`src/inc/dsb_params.svh`:
```
// Purpose: Named constants for the drive stop and brake control block.
// Assumes: 250 MHz core clock, 32-bit register port with byte offsets.
// Notes:   Voltages are in volts, resistance in 0.1 ohm, power in 10 W.
`ifndef DSB_PARAMS_SVH
`define DSB_PARAMS_SVH

// ==========================================================
// Register map
`define DSB_OFS_CFG        8'h00
`define DSB_OFS_BRK        8'h04
`define DSB_OFS_PWR        8'h08
`define DSB_OFS_DIFN       8'h0C
`define DSB_OFS_CMD        8'h10
`define DSB_OFS_STAT       8'h14

// ==========================================================
// Reset values
`define DSB_RST_JOG_LOC    3'h1
`define DSB_RST_JOG_REM    3'h2
`define DSB_RST_STOP_MODE  3'h0
`define DSB_RST_CTRL_TYPE  4'h0
`define DSB_RST_CLASS      4'h2
`define DSB_RST_BRK_LVL    11'h2A3
`define DSB_RST_OHMS       13'h0000
`define DSB_RST_PWR        16'h0104
`define DSB_RST_DIFN       24'h000000

// ==========================================================
// Codes
`define DSB_JOG_OFF        3'h0
`define DSB_JOG_KEY        3'h1
`define DSB_JOG_DI         3'h2
`define DSB_JOG_SERIAL     3'h3
`define DSB_JOG_BUS0       3'h4
`define DSB_STOP_RAMP      3'h0
`define DSB_STOP_COAST     3'h1
`define DSB_STOP_FAST      3'h2
`define DSB_STOP_RAMP_IQ   3'h3
`define DSB_STOP_FAST_IQ   3'h4
`define DSB_CT_IQ_A        4'h4
`define DSB_CT_IQ_B        4'h6
`define DSB_FN_FWD         4'h4
`define DSB_FN_REV         4'h5
`define DSB_FN_RUN3        4'h6
`define DSB_FN_STOP3       4'h7
`define DSB_FN_JOG         4'hA
`define DSB_DI_N           6

// ==========================================================
// Supply classes and voltage limits
`define DSB_CLASS_MID      4'h5
`define DSB_CLASS_HI       4'h8
`define DSB_LVL_LO_MIN     11'h249
`define DSB_LVL_LO_MAX     11'h320
`define DSB_LVL_MID_MIN    11'h329
`define DSB_LVL_MID_MAX    11'h3E8
`define DSB_LVL_HI_MIN     11'h39C
`define DSB_LVL_HI_MAX     11'h4B0
`define DSB_BRK_HYST_V     11'h005

// ==========================================================
// Timing
`define DSB_CLK_NS         4
`define DSB_TICK_NS        1000000
`define DSB_TICK_CYCLES    (`DSB_TICK_NS / `DSB_CLK_NS)
`define DSB_ROL_TIME_S     120
`define DSB_ROL_TICKS      (`DSB_ROL_TIME_S * (1000000000 / `DSB_TICK_NS))
`define DSB_AVG_SHIFT      8

`endif

```
`src/inc/dsb_pkg.sv`:
```
// Purpose: Types shared by the drive stop and brake control files.
// Assumes: Field layouts fill one 32-bit register word each.
// Notes:   Pad and reserved fields are always kept at zero.
package dsb_pkg;

  // ==========================================================
  // Controller state and ramp request
  typedef enum logic [1:0] {
    DSB_ST_READY = 2'b00,
    DSB_ST_RUN   = 2'b01,
    DSB_ST_DECEL = 2'b10
  } dsb_state_t;

  typedef enum logic [1:0] {
    DSB_RAMP_HOLD  = 2'b00,
    DSB_RAMP_ACCEL = 2'b01,
    DSB_RAMP_DECEL = 2'b10,
    DSB_RAMP_ZERO  = 2'b11
  } dsb_ramp_t;

  // ==========================================================
  // Register layouts
  typedef struct packed {
    logic [11:0] rsvd;
    logic [3:0]  supply_voltage_class;
    logic [3:0]  control_type_select;
    logic        pad2;
    logic [2:0]  stop_mode_select;
    logic        pad1;
    logic [2:0]  jog_source_remote;
    logic        pad0;
    logic [2:0]  jog_source_local;
  } dsb_cfg_t;

  typedef struct packed {
    logic [2:0]  rsvd1;
    logic [12:0] brake_resistor_ohms;
    logic [4:0]  rsvd0;
    logic [10:0] brake_voltage_level;
  } dsb_brk_t;

  typedef struct packed {
    logic [29:0] rsvd;
    logic        fault_reset;
    logic        serial_jog;
  } dsb_cmd_t;

  typedef struct packed {
    logic [23:0] rsvd;
    logic        reverse;
    logic        jog_active;
    logic        brake_on;
    logic        resistor_overload_fault;
    logic        overvoltage_fault;
    logic        gate_enable;
    dsb_state_t  state;
  } dsb_stat_t;

endpackage

```
`src/dsb_in_sync.sv`:
```
// Purpose: Three-stage input synchroniser with agreement filter.
// Assumes: Inputs are asynchronous to the core clock.
// Notes:   A bit changes only once stages two and three agree.
`timescale 1ns/100ps
module dsb_in_sync #(
  parameter int unsigned W = 1
) (
  input  wire logic         core_clk_i,  // Core clock.
  input  wire logic         reset_n_i,   // Async reset, active low.
  input  wire logic [W-1:0] d_i,         // Raw pin levels.
  output logic      [W-1:0] q_o          // Filtered levels.
);

  logic [W-1:0] s1_q;
  logic [W-1:0] s2_q;
  logic [W-1:0] s3_q;

  // ==========================================================
  // Stage one feeds only stage two; the output follows agreeing stages.
  always_ff @(posedge core_clk_i or negedge reset_n_i) begin
    if (!reset_n_i) begin
      s1_q <= '0;
      s2_q <= '0;
      s3_q <= '0;
      q_o  <= '0;
    end else begin
      s1_q <= d_i;
      s2_q <= s1_q;
      s3_q <= s2_q;
      q_o  <= (s2_q & s3_q) | (q_o & (s2_q ^ s3_q));
    end
  end

endmodule

```
`src/dsb_ctrl.sv`:
```
// Purpose: Stop, jog, run input and dynamic braking control of a drive.
// Assumes: Bus voltage and standstill flag arrive on the core clock.
// Notes:   Ramp shaping and the speed regulator sit outside this block.
`timescale 1ns/100ps
`include "dsb_params.svh"
module dsb_ctrl import dsb_pkg::*; #(
  parameter int unsigned TICK_CYCLES = `DSB_TICK_CYCLES,
  parameter int unsigned ROL_TICKS   = `DSB_ROL_TICKS
) (
  input  wire logic        core_clk_i,       // Core clock, 250 MHz.
  input  wire logic        reset_n_i,        // Async reset, active low.
  input  wire logic [7:0]  reg_addr_i,       // Register byte address.
  input  wire logic [31:0] reg_wdata_i,      // Register write data.
  input  wire logic        reg_wr_i,         // Write strobe.
  input  wire logic        reg_rd_i,         // Read strobe.
  output logic      [31:0] reg_rdata_o,      // Read data, one cycle later.
  input  wire logic [5:0]  din_i,            // Digital input pins.
  input  wire logic        remote_sel_i,     // High in remote situation.
  input  wire logic        keypad_jog_i,     // Keypad jog key level.
  input  wire logic [3:0]  fieldbus_jog_i,   // Jog levels, sources 4 to 7.
  input  wire logic        run_cmd_i,        // Run pulse, other sources.
  input  wire logic        stop_cmd_i,       // Stop pulse, other sources.
  input  wire logic        speed_zero_i,     // Motor at standstill.
  input  wire logic [10:0] dc_bus_volts_i,   // Measured bus voltage.
  output logic             gate_enable_o,    // Firing pulses allowed.
  output dsb_ramp_t        ramp_mode_o,      // Ramp request.
  output logic             reverse_o,        // Reverse direction.
  output logic             jog_o,            // Jog active.
  output logic             torque_ref_clear_o, // One-cycle clear pulse.
  output logic             brake_gate_o,     // Braking transistor on.
  output logic             overvoltage_fault_o,      // Bus overvoltage.
  output logic             resistor_overload_fault_o // Resistor overload.
);

  // ==========================================================
  // Declarations
  dsb_cfg_t    cfg_q;
  dsb_brk_t    brk_q;
  logic [15:0] brake_resistor_power_q;
  logic [23:0] difn_q;
  logic        serial_jog_q;
  logic        fault_reset;
  logic [5:0]  din_f;
  logic [5:0]  din_prev_q;
  logic [15:0] fn_lvl;
  logic [15:0] fn_rise;
  logic [15:0] fn_fall;
  logic [2:0]  jog_src;
  logic        jog_lvl;
  logic        jog_lvl_q;
  logic        start_ev;
  logic        stop_ev;
  logic        fault_any;
  logic        iq_modes_ok;
  dsb_state_t  state_q;
  logic [10:0] lvl_min;
  logic [10:0] lvl_max;
  logic [10:0] trip_lvl;
  logic [10:0] brk_lvl;
  logic [31:0] tick_cnt_q;
  logic        tick;
  logic [21:0] pwr_inst;
  logic [21:0] avg_q;
  logic [28:0] pwr_thr;
  logic [31:0] over_cnt_q;
  logic        wr_cmd;

  // ==========================================================
  // Pin synchroniser for all digital inputs.
  dsb_in_sync #(
    .W (`DSB_DI_N)
  ) u_din_sync (
    .core_clk_i (core_clk_i),
    .reset_n_i  (reset_n_i),
    .d_i        (din_i),
    .q_o        (din_f)
  );

  // ==========================================================
  // Register writes; reserved and pad bits are forced to zero.
  assign wr_cmd      = reg_wr_i && (reg_addr_i == `DSB_OFS_CMD);
  assign fault_reset = wr_cmd && reg_wdata_i[1];

  always_ff @(posedge core_clk_i or negedge reset_n_i) begin
    if (!reset_n_i) begin
      cfg_q                          <= '0;
      cfg_q.jog_source_local         <= `DSB_RST_JOG_LOC;
      cfg_q.jog_source_remote        <= `DSB_RST_JOG_REM;
      cfg_q.stop_mode_select         <= `DSB_RST_STOP_MODE;
      cfg_q.control_type_select      <= `DSB_RST_CTRL_TYPE;
      cfg_q.supply_voltage_class     <= `DSB_RST_CLASS;
    end else if (reg_wr_i && (reg_addr_i == `DSB_OFS_CFG)) begin
      cfg_q      <= dsb_cfg_t'(reg_wdata_i);
      cfg_q.rsvd <= '0;
      cfg_q.pad0 <= 1'b0;
      cfg_q.pad1 <= 1'b0;
      cfg_q.pad2 <= 1'b0;
    end
  end

  // Brake level and resistor settings.
  always_ff @(posedge core_clk_i or negedge reset_n_i) begin
    if (!reset_n_i) begin
      brk_q                     <= '0;
      brk_q.brake_voltage_level <= `DSB_RST_BRK_LVL;
      brk_q.brake_resistor_ohms <= `DSB_RST_OHMS;
      brake_resistor_power_q    <= `DSB_RST_PWR;
    end else begin
      if (reg_wr_i && (reg_addr_i == `DSB_OFS_BRK)) begin
        brk_q       <= dsb_brk_t'(reg_wdata_i);
        brk_q.rsvd0 <= '0;
        brk_q.rsvd1 <= '0;
      end
      if (reg_wr_i && (reg_addr_i == `DSB_OFS_PWR)) begin
        brake_resistor_power_q <= reg_wdata_i[15:0];
      end
    end
  end

  // Input functions and the serial jog level.
  always_ff @(posedge core_clk_i or negedge reset_n_i) begin
    if (!reset_n_i) begin
      difn_q       <= `DSB_RST_DIFN;
      serial_jog_q <= 1'b0;
    end else begin
      if (reg_wr_i && (reg_addr_i == `DSB_OFS_DIFN)) begin
        difn_q <= reg_wdata_i[23:0];
      end
      if (wr_cmd) begin
        serial_jog_q <= reg_wdata_i[0];
      end
    end
  end

  // ==========================================================
  // Read port answers one cycle after the strobe; others read zero.
  always_ff @(posedge core_clk_i or negedge reset_n_i) begin
    if (!reset_n_i) begin
      reg_rdata_o <= '0;
    end else if (reg_rd_i) begin
      unique case (reg_addr_i)
        `DSB_OFS_CFG:  reg_rdata_o <= cfg_q;
        `DSB_OFS_BRK:  reg_rdata_o <= brk_q;
        `DSB_OFS_PWR:  reg_rdata_o <= {16'h0000, brake_resistor_power_q};
        `DSB_OFS_DIFN: reg_rdata_o <= {8'h00, difn_q};
        `DSB_OFS_CMD:  reg_rdata_o <= {31'h00000000, serial_jog_q};
        `DSB_OFS_STAT: reg_rdata_o <= dsb_stat_t'({24'h000000, reverse_o, jog_o,
                                        brake_gate_o, resistor_overload_fault_o,
                                        overvoltage_fault_o, gate_enable_o, state_q});
        default:       reg_rdata_o <= '0;
      endcase
    end else begin
      reg_rdata_o <= '0;
    end
  end

  // ==========================================================
  // Per-function input levels and edges; an input with an unused
  // function code is ignored.
  always_comb begin
    fn_lvl  = '0;
    fn_rise = '0;
    fn_fall = '0;
    for (int i = 0; i < `DSB_DI_N; i++) begin
      fn_lvl[difn_q[4*i +: 4]]  = fn_lvl[difn_q[4*i +: 4]] | din_f[i];
      fn_rise[difn_q[4*i +: 4]] = fn_rise[difn_q[4*i +: 4]] | (din_f[i] & ~din_prev_q[i]);
      fn_fall[difn_q[4*i +: 4]] = fn_fall[difn_q[4*i +: 4]] | (~din_f[i] & din_prev_q[i]);
    end
  end

  // Previous filtered levels for edge detection.
  always_ff @(posedge core_clk_i or negedge reset_n_i) begin
    if (!reset_n_i) begin
      din_prev_q <= '0;
      jog_lvl_q  <= 1'b0;
    end else begin
      din_prev_q <= din_f;
      jog_lvl_q  <= jog_lvl;
    end
  end

  // ==========================================================
  // Jog source selection by local or remote situation.
  assign jog_src = remote_sel_i ? cfg_q.jog_source_remote : cfg_q.jog_source_local;

  always_comb begin
    unique case (jog_src)
      `DSB_JOG_OFF:    jog_lvl = 1'b0;
      `DSB_JOG_KEY:    jog_lvl = keypad_jog_i;
      `DSB_JOG_DI:     jog_lvl = fn_lvl[`DSB_FN_JOG];
      `DSB_JOG_SERIAL: jog_lvl = serial_jog_q;
      default:         jog_lvl = fieldbus_jog_i[jog_src[1:0]];
    endcase
  end

  // ==========================================================
  // Start and stop events from all command paths.
  assign start_ev = run_cmd_i
                  | fn_rise[`DSB_FN_RUN3]
                  | fn_rise[`DSB_FN_FWD]
                  | (fn_rise[`DSB_FN_REV] & ~fn_lvl[`DSB_FN_FWD])
                  | (jog_lvl & ~jog_lvl_q);
  assign stop_ev  = stop_cmd_i
                  | fn_fall[`DSB_FN_STOP3]
                  | (fn_fall[`DSB_FN_FWD] & ~reverse_o)
                  | (fn_fall[`DSB_FN_REV] & reverse_o)
                  | (~jog_lvl & jog_lvl_q & jog_o);

  assign fault_any   = overvoltage_fault_o | resistor_overload_fault_o;
  assign iq_modes_ok = (cfg_q.control_type_select == `DSB_CT_IQ_A)
                     | (cfg_q.control_type_select == `DSB_CT_IQ_B);

  // ==========================================================
  // Run state machine; a fault or coast stop drops straight to Ready.
  always_ff @(posedge core_clk_i or negedge reset_n_i) begin
    if (!reset_n_i) begin
      state_q            <= DSB_ST_READY;
      gate_enable_o      <= 1'b0;
      ramp_mode_o        <= DSB_RAMP_HOLD;
      torque_ref_clear_o <= 1'b0;
      jog_o              <= 1'b0;
    end else begin
      torque_ref_clear_o <= 1'b0;
      if (fault_any) begin
        state_q       <= DSB_ST_READY;
        gate_enable_o <= 1'b0;
        ramp_mode_o   <= DSB_RAMP_HOLD;
        jog_o         <= 1'b0;
      end else begin
        unique case (state_q)
          DSB_ST_READY: begin
            if (start_ev) begin
              state_q       <= DSB_ST_RUN;
              gate_enable_o <= 1'b1;
              ramp_mode_o   <= DSB_RAMP_ACCEL;
              jog_o         <= jog_lvl & ~jog_lvl_q;
            end
          end
          DSB_ST_RUN: begin
            if (stop_ev) begin
              jog_o <= 1'b0;
              unique case (cfg_q.stop_mode_select)
                `DSB_STOP_COAST: begin
                  state_q       <= DSB_ST_READY;
                  gate_enable_o <= 1'b0;
                  ramp_mode_o   <= DSB_RAMP_HOLD;
                end
                `DSB_STOP_FAST, `DSB_STOP_FAST_IQ: begin
                  state_q     <= DSB_ST_DECEL;
                  ramp_mode_o <= DSB_RAMP_ZERO;
                end
                default: begin
                  state_q     <= DSB_ST_DECEL;
                  ramp_mode_o <= DSB_RAMP_DECEL;
                end
              endcase
            end
          end
          DSB_ST_DECEL: begin
            if (start_ev) begin
              state_q     <= DSB_ST_RUN;
              ramp_mode_o <= DSB_RAMP_ACCEL;
            end else if (speed_zero_i) begin
              state_q            <= DSB_ST_READY;
              gate_enable_o      <= 1'b0;
              ramp_mode_o        <= DSB_RAMP_HOLD;
              torque_ref_clear_o <= iq_modes_ok
                  & ((cfg_q.stop_mode_select == `DSB_STOP_RAMP_IQ)
                   | (cfg_q.stop_mode_select == `DSB_STOP_FAST_IQ));
            end
          end
          default: begin
            state_q       <= DSB_ST_READY;
            gate_enable_o <= 1'b0;
            ramp_mode_o   <= DSB_RAMP_HOLD;
          end
        endcase
      end
    end
  end

  // Direction follows the forward and reverse run inputs.
  always_ff @(posedge core_clk_i or negedge reset_n_i) begin
    if (!reset_n_i) begin
      reverse_o <= 1'b0;
    end else if (fn_rise[`DSB_FN_FWD]) begin
      reverse_o <= 1'b0;
    end else if (fn_rise[`DSB_FN_REV] && !fn_lvl[`DSB_FN_FWD]) begin
      reverse_o <= 1'b1;
    end
  end

  // ==========================================================
  // Class-dependent brake level window and overvoltage trip level.
  always_comb begin
    if (cfg_q.supply_voltage_class >= `DSB_CLASS_HI) begin
      lvl_min = `DSB_LVL_HI_MIN;
      lvl_max = `DSB_LVL_HI_MAX;
    end else if (cfg_q.supply_voltage_class >= `DSB_CLASS_MID) begin
      lvl_min = `DSB_LVL_MID_MIN;
      lvl_max = `DSB_LVL_MID_MAX;
    end else begin
      lvl_min = `DSB_LVL_LO_MIN;
      lvl_max = `DSB_LVL_LO_MAX;
    end
    trip_lvl = lvl_max;
    brk_lvl  = brk_q.brake_voltage_level;
    if (brk_lvl < lvl_min) begin
      brk_lvl = lvl_min;
    end else if (brk_lvl > lvl_max) begin
      brk_lvl = lvl_max;
    end
  end

  // Brake transistor with a small hysteresis band; off under any fault.
  always_ff @(posedge core_clk_i or negedge reset_n_i) begin
    if (!reset_n_i) begin
      brake_gate_o <= 1'b0;
    end else if (fault_any) begin
      brake_gate_o <= 1'b0;
    end else if (dc_bus_volts_i >= brk_lvl) begin
      brake_gate_o <= 1'b1;
    end else if (dc_bus_volts_i < (brk_lvl - `DSB_BRK_HYST_V)) begin
      brake_gate_o <= 1'b0;
    end
  end

  // ==========================================================
  // One millisecond tick for the resistor overload timing.
  assign tick = (tick_cnt_q == (TICK_CYCLES - 32'd1));

  always_ff @(posedge core_clk_i or negedge reset_n_i) begin
    if (!reset_n_i) begin
      tick_cnt_q <= '0;
    end else if (tick) begin
      tick_cnt_q <= '0;
    end else begin
      tick_cnt_q <= tick_cnt_q + 32'd1;
    end
  end

  // Power check: V*V*duty against P*R, in the 10 W and 0.1 ohm units.
  assign pwr_inst = brake_gate_o ? (22'(dc_bus_volts_i) * 22'(dc_bus_volts_i)) : '0;
  assign pwr_thr  = 29'(brake_resistor_power_q) * 29'(brk_q.brake_resistor_ohms);

  // Leaky average of resistor power, updated once per tick.
  always_ff @(posedge core_clk_i or negedge reset_n_i) begin
    if (!reset_n_i) begin
      avg_q <= '0;
    end else if (tick) begin
      if (pwr_inst >= avg_q) begin
        avg_q <= avg_q + ((pwr_inst - avg_q) >> `DSB_AVG_SHIFT);
      end else begin
        avg_q <= avg_q - ((avg_q - pwr_inst) >> `DSB_AVG_SHIFT);
      end
    end
  end

  // Overload time counter; zero resistance disables the protection.
  always_ff @(posedge core_clk_i or negedge reset_n_i) begin
    if (!reset_n_i) begin
      over_cnt_q <= '0;
    end else if (brk_q.brake_resistor_ohms == `DSB_RST_OHMS) begin
      over_cnt_q <= '0;
    end else if (29'(avg_q) <= pwr_thr) begin
      over_cnt_q <= '0;
    end else if (tick && (over_cnt_q < ROL_TICKS)) begin
      over_cnt_q <= over_cnt_q + 32'd1;
    end
  end

  // ==========================================================
  // Sticky faults; a new trip in the reset cycle wins over the reset.
  always_ff @(posedge core_clk_i or negedge reset_n_i) begin
    if (!reset_n_i) begin
      overvoltage_fault_o       <= 1'b0;
      resistor_overload_fault_o <= 1'b0;
    end else begin
      if (dc_bus_volts_i > trip_lvl) begin
        overvoltage_fault_o <= 1'b1;
      end else if (fault_reset) begin
        overvoltage_fault_o <= 1'b0;
      end
      if (over_cnt_q >= ROL_TICKS) begin
        resistor_overload_fault_o <= 1'b1;
      end else if (fault_reset) begin
        resistor_overload_fault_o <= 1'b0;
      end
    end
  end

endmodule

```
`config.mk`:
```
export PLATFORM = sky130hd
export DESIGN_NAME = dsb_ctrl
export DESIGN_NICKNAME = d
export VERILOG_FILES = /design/src/inc/dsb_pkg.sv /design/src/dsb_in_sync.sv /design/src/dsb_ctrl.sv
export VERILOG_INCLUDE_DIRS = /design/src /design/src/inc
export SDC_FILE = /design/constraint.sdc
export NUM_CORES = 2
export LEC_CHECK = 0
export ABC_AREA = 1
export BUFFER_PORTS_ARGS = -buffer_cell sky130_fd_sc_hd__clkbuf_2
export CORE_ASPECT_RATIO = 1.4
export CORE_MARGIN = 5
export CORE_UTILIZATION = 60
export DETAILED_ROUTE_END_ITERATION = 8
export MAX_ROUTING_LAYER = met4
export PLACE_DENSITY = 0.84
export SYNTH_ARGS = -nofsm -noshare
export SYNTH_HDL_FRONTEND = slang
export SYNTH_SLANG_ARGS = --single-unit
```
`constraint.sdc`:
```
create_clock -name core_clk_i -period 22.4 [get_ports core_clk_i]
set_input_delay 0 -clock core_clk_i [delete_from_list [all_inputs] [get_ports core_clk_i]]
set_output_delay 0 -clock core_clk_i [all_outputs]
set_load 0.01 [all_outputs]
```
==> impl_summary.txt <==
----------------------------------------------------
[Status]
  Status ... complete, no violations

[Cells and area]
  Final cell count without fillers ... roughly 5,200
  Most frequent cells in the layout ... sky130_fd_sc_hd__nand2_1, sky130_fd_sc_hd__inv_1, sky130_fd_sc_hd__nor2_1
  Layout area overhead ... 7.479%
  Area of the multi-input gates ... 20,570 sq um
  Fraction of final layout cells sized beyond drive strength 1 ... under 10%
  Leading cell type in the layout, fill and taps excluded ... sky130_fd_sc_hd__nand2_1
  FF/Latch Area ... 5993 sq um
  Filler Cell Count ... approximately 4,500
  Layout net count ... slightly above 5,000

[Pwr]
  Cell area power density ... around 48 nW/um^2
  Switching power ... between 600 and 700 uW
  Clk network pwr share ... between 30% and 40%
  Switching portion of total power ... between 30% and 40%
  Combinational power share ... just under 40%
  Max VDD drop ... 0.06723 mV
  Total Power ... ~1600 uW
  Portion of total power attributed to sequential cells ... 30.2%
  Internal power of the cells ... about 940 uW
  Leakage power of the design ... between 0.015 and 0.02 uW

[Synth]
  Synth Area per Inst ... approximately 6.8 sq um
  Post-synthesis sequential area ratio ... just under 20%
  Number of enable flip-flop cells after synthesis ... 0
  Synthesized area ... about 30,000 sq um
  Share of async-settable or async-resettable flops after synthesis ... 100.0%
  Number of storage elements in the synthesis netlist ... 239
  Primary FF master, synth ... sky130_fd_sc_hd__dfrtp_1
  Count of different cell masters after synthesis ... 63
  Post-synthesis cell count ... ~4,500
  Syn. warnings ... 0

[Timing]
  Slew at the pin closest to its max-slew limit ... 1.112 ns
  Total negative slack for setup checks ... 0 ns
  Total of endpoints with negative setup slack in the final report ... 0
  Fin Clk Skew ... roughly 0.014 ns
  Crit share post-route ... between 40% and 50%
  Final hold violations ... 0
  Max-slew violation total from the final report ... 0
  Upper clock frequency limit ... approximately 0.090 GHz
  Max_slew headroom ... 25.62%
  Unrepaired setup endpoints after global routing ... no
  Time the worst path needs with I/O delays and setup ... approximately 11 ns

[Floorplanning]
  Die boundary width ... around 200 um
  Initial core utilization ... about three fifths
  Core area ... 50,120 sq um
  Die ar. ... 55,390 sq um
  Number of top-level design ports ... roughly 110
  Die height ... 276.5 um
  Site Rows ... 97

[Clock tree]
  Worst-skew pair later-pin latency ... approximately 0.58 ns
  Number of H-tree branching levels ... 1
  Number of buffers inserted by post-CTS setup repair ... 0
  Total CTS buffers ... 27
  Clock tree root driver cell ... sky130_fd_sc_hd__clkbuf_16
  Clock tree from TritonCTS ... built
  Clock sinks ... ~240
  Post-CTS clock slew at the launch and capture registers of the worst setup and hold paths ... 0.07 ns
  Number of buffers on the longest clock path ... 3

[Critical path]
  Endpoint of the most critical register-to-register path ... over_cnt_q[13]
  Critical Path Most Common Cell ... sky130_fd_sc_hd__inv_1
  Worst setup path class ... input port to register
  Critical path capture point type ... register
  Worst-path maximum fanout ... 17
  Kind of start point of the critical path ... input port
  Cell with the biggest individual delay on the critical path ... sky130_fd_sc_hd__fa_1
  Required time of the critical path ... approximately 23 ns
  Slack of the worst reg-to-reg path ... approximately 13 ns
  Origin of the critical flop-to-flop path ... brk_q[19]
  Termination of the worst setup path ... avg_q[21]
  Worst Reg-to-Reg Cells ... 45
  Source of the critical timing path ... dc_bus_volts_i[4]
  Largest stage delay on the critical path ... approximately 0.55 ns
  Critical Path AT ... 11.53 ns

[Drt]
  DRT Wirelength ... slightly above 90 mm
  Routed length on met3 ... about 5.5 mm
  Drt initial violations ... around 2,500
  Pre-Repair DR Iteration Count ... 6
  Met2 routed WL ... 46.93 mm
  Via density ... between 5 and 6
  Highest routed layer ... met4
  Routed met1 length ... between 30 and 40 mm
  DR WL/cell ... between 15 and 20 um
  Routed via count ... 29,950
  DR DRC count ... 0
  Count of antenna-violating nets left after detailed routing ... 0

[Global routing]
  First-pass GRT wire length ... ~150 mm
  Number of antenna violations at the first check in global routing ... 2
  Pin count of the biggest net entering global routing ... 111
  Remaining global-route overflow ... 0
  Global-route usage over all layers ... 34.10%
  Vias in the first global route ... about 31,000

[Placement]
  Post-detail-place hpwl ... about 73 mm
  Routability congestion estimate from global placement ... 1.031
  Number of input and output port buffers inserted ... between 100 and 150
  Placed Cells ... approximately 5,000

[Min path]
  Min-Delay Path Class ... input port to register

[Run]
  Number of violations of the max-capacitance limit ... 0

----------------------------------------------------
[flip-flops by register name (all words and copies together) (netlist names), 2 cells and up]
register / cells
u_din_sync.s1_q: 6
din_prev_q: 6
u_din_sync.s2_q: 6
difn_q: 24
brk_q: 24
cfg_q: 17
state_q: 2
reg_rdata_o: 29
over_cnt_q: 32
u_din_sync.s3_q: 6
tick_cnt_q: 32
brake_resistor_power_q: 16
ramp_mode_o: 2
avg_q: 22
u_din_sync.q_o: 6
[layout make-up]
cell class,instances,share of cell area (%)
flip-flops and latches,239,18.32
inverters,871,9.999
well taps,643,2.460
multi-input cells,3251,62.88
diodes,3,0.02295
clock buffers,35,2.249
clock inverters,15,0.6350
repair buffers,167,3.427
[kinds of logic (layout without fill, tap and decap cells)]
family | count (synthesis) | in the layout | share of synthesized area [%]
buffers and inverters | 1007 | 1088 | 12.76
muxes | 5 | 5 | 0.1686
AOI/OAI and AO/OA | 543 | 543 | 10.16
other | 1 | 6 | 0.01232
and+or+nand+nor | 2116 | 2116 | 29.06
xor gates and xnor gates | 99 | 99 | 2.849
DFF | 239 | 239 | 19.69
adders and majority gates | 485 | 485 | 25.29
[worst min-delay path by stage]
| stage | to | cells after the start | startpoint | slack, ns |
|---|---|---|---|---|
| 2_1_floorplan | avg_q[0] | 0 | reset_n_i | -0.30 |
| 3_3_place_gp | u_din_sync.s1_q[0] | 1 | din_i[0] | 0.11 |
| 3_5_place_dp | u_din_sync.s1_q[1] | 1 | din_i[1] | 0.12 |
| 4_1_cts | reg_rdata_o[2] | 8 | reg_addr_i[6] | 0.01 |
| 5_1_grt | u_din_sync.s1_q[4] | 2 | din_i[4] | 0.09 |
| 6_report | reg_rdata_o[2] | 8 | reg_addr_i[6] | 0.04 |
[repair_timing]
action | 4_1_cts | 5_1_grt
gates resized for setup | 0 | 0
hold endpoints to repair | 217 | 0
hold buffers | 47 | 0
[synth_stat cells (11+ instances only)]
library cell               count  share of area [%]
sky130_fd_sc_hd__nor3_1       49               0.81
sky130_fd_sc_hd__nand2_1    1154                 14
sky130_fd_sc_hd__xnor2_1      32               0.92
sky130_fd_sc_hd__nand2_2      16               0.33
sky130_fd_sc_hd__buf_4        15               0.37
sky130_fd_sc_hd__clkbuf_1     95                1.2
sky130_fd_sc_hd__nor4_1       19               0.39
sky130_fd_sc_hd__or2_2        13               0.27
sky130_fd_sc_hd__inv_2        11               0.14
sky130_fd_sc_hd__o21ai_0     210                3.5
sky130_fd_sc_hd__nand3_1     368                6.1
sky130_fd_sc_hd__fa_1        217                 14
sky130_fd_sc_hd__a21o_1       12               0.30
sky130_fd_sc_hd__xor2_1       67                1.9
sky130_fd_sc_hd__a21oi_1     189                3.1
sky130_fd_sc_hd__ha_1        268                 11
sky130_fd_sc_hd__a31oi_1      14               0.29
sky130_fd_sc_hd__o22ai_1      20               0.41
sky130_fd_sc_hd__nor2_1      425                5.2
sky130_fd_sc_hd__inv_1       853                 11
sky130_fd_sc_hd__o21ai_1      12               0.20
sky130_fd_sc_hd__dfrtp_1     229                 19
sky130_fd_sc_hd__a211oi_1     13               0.32
sky130_fd_sc_hd__buf_1        14               0.17
sky130_fd_sc_hd__nand4_1      35               0.72
[power groups by stage]
stage / clock (uW) / sequential (uW) / combinational (uW)
finish: 482 / 470 / 606
global route: 500 / 472 / 702
CTS: 485 / 469 / 605
detailed placement: 0 / 477 / 593
global placement: 0 / 476 / 572
floorplan: 0 / 460 / 457
[through the flow]
step	setup WS, ns	instance area (sq um)	hold slack (ns)	utilization (%)
4_1_cts	11.44	32700	0.01286	65.24
2_1_floorplan	12.46	30440	-0.2956	-
5_1_grt	10.09	32700	0.08513	65.25
3_5_place_dp	10.95	31290	0.1154	62.42
6_report	11.33	32710	0.03766	65.26
3_3_place_gp	11.15	31290	0.1095	62.42
[worst max-delay path: cells and delay by family]
family	cells	cell delay, ns
AO/OA/AOI/OAI	17	3.24
XOR/XNOR	1	0.15
adder cells (fa/ha/maj)	8	2.99
buffers and inverters	16	1.53
AND/OR/NAND/NOR	31	3.56
[per-layer routing]
metal | global-route usage (%) | vias up
met3 | 3.177 | 419
met5 | - | -
met1 | 36.96 | 14100
met4 | 21.10 | 0
li1 | - | 14220
met2 | 60.36 | 1209
Power figures use the tool's default switching activity.
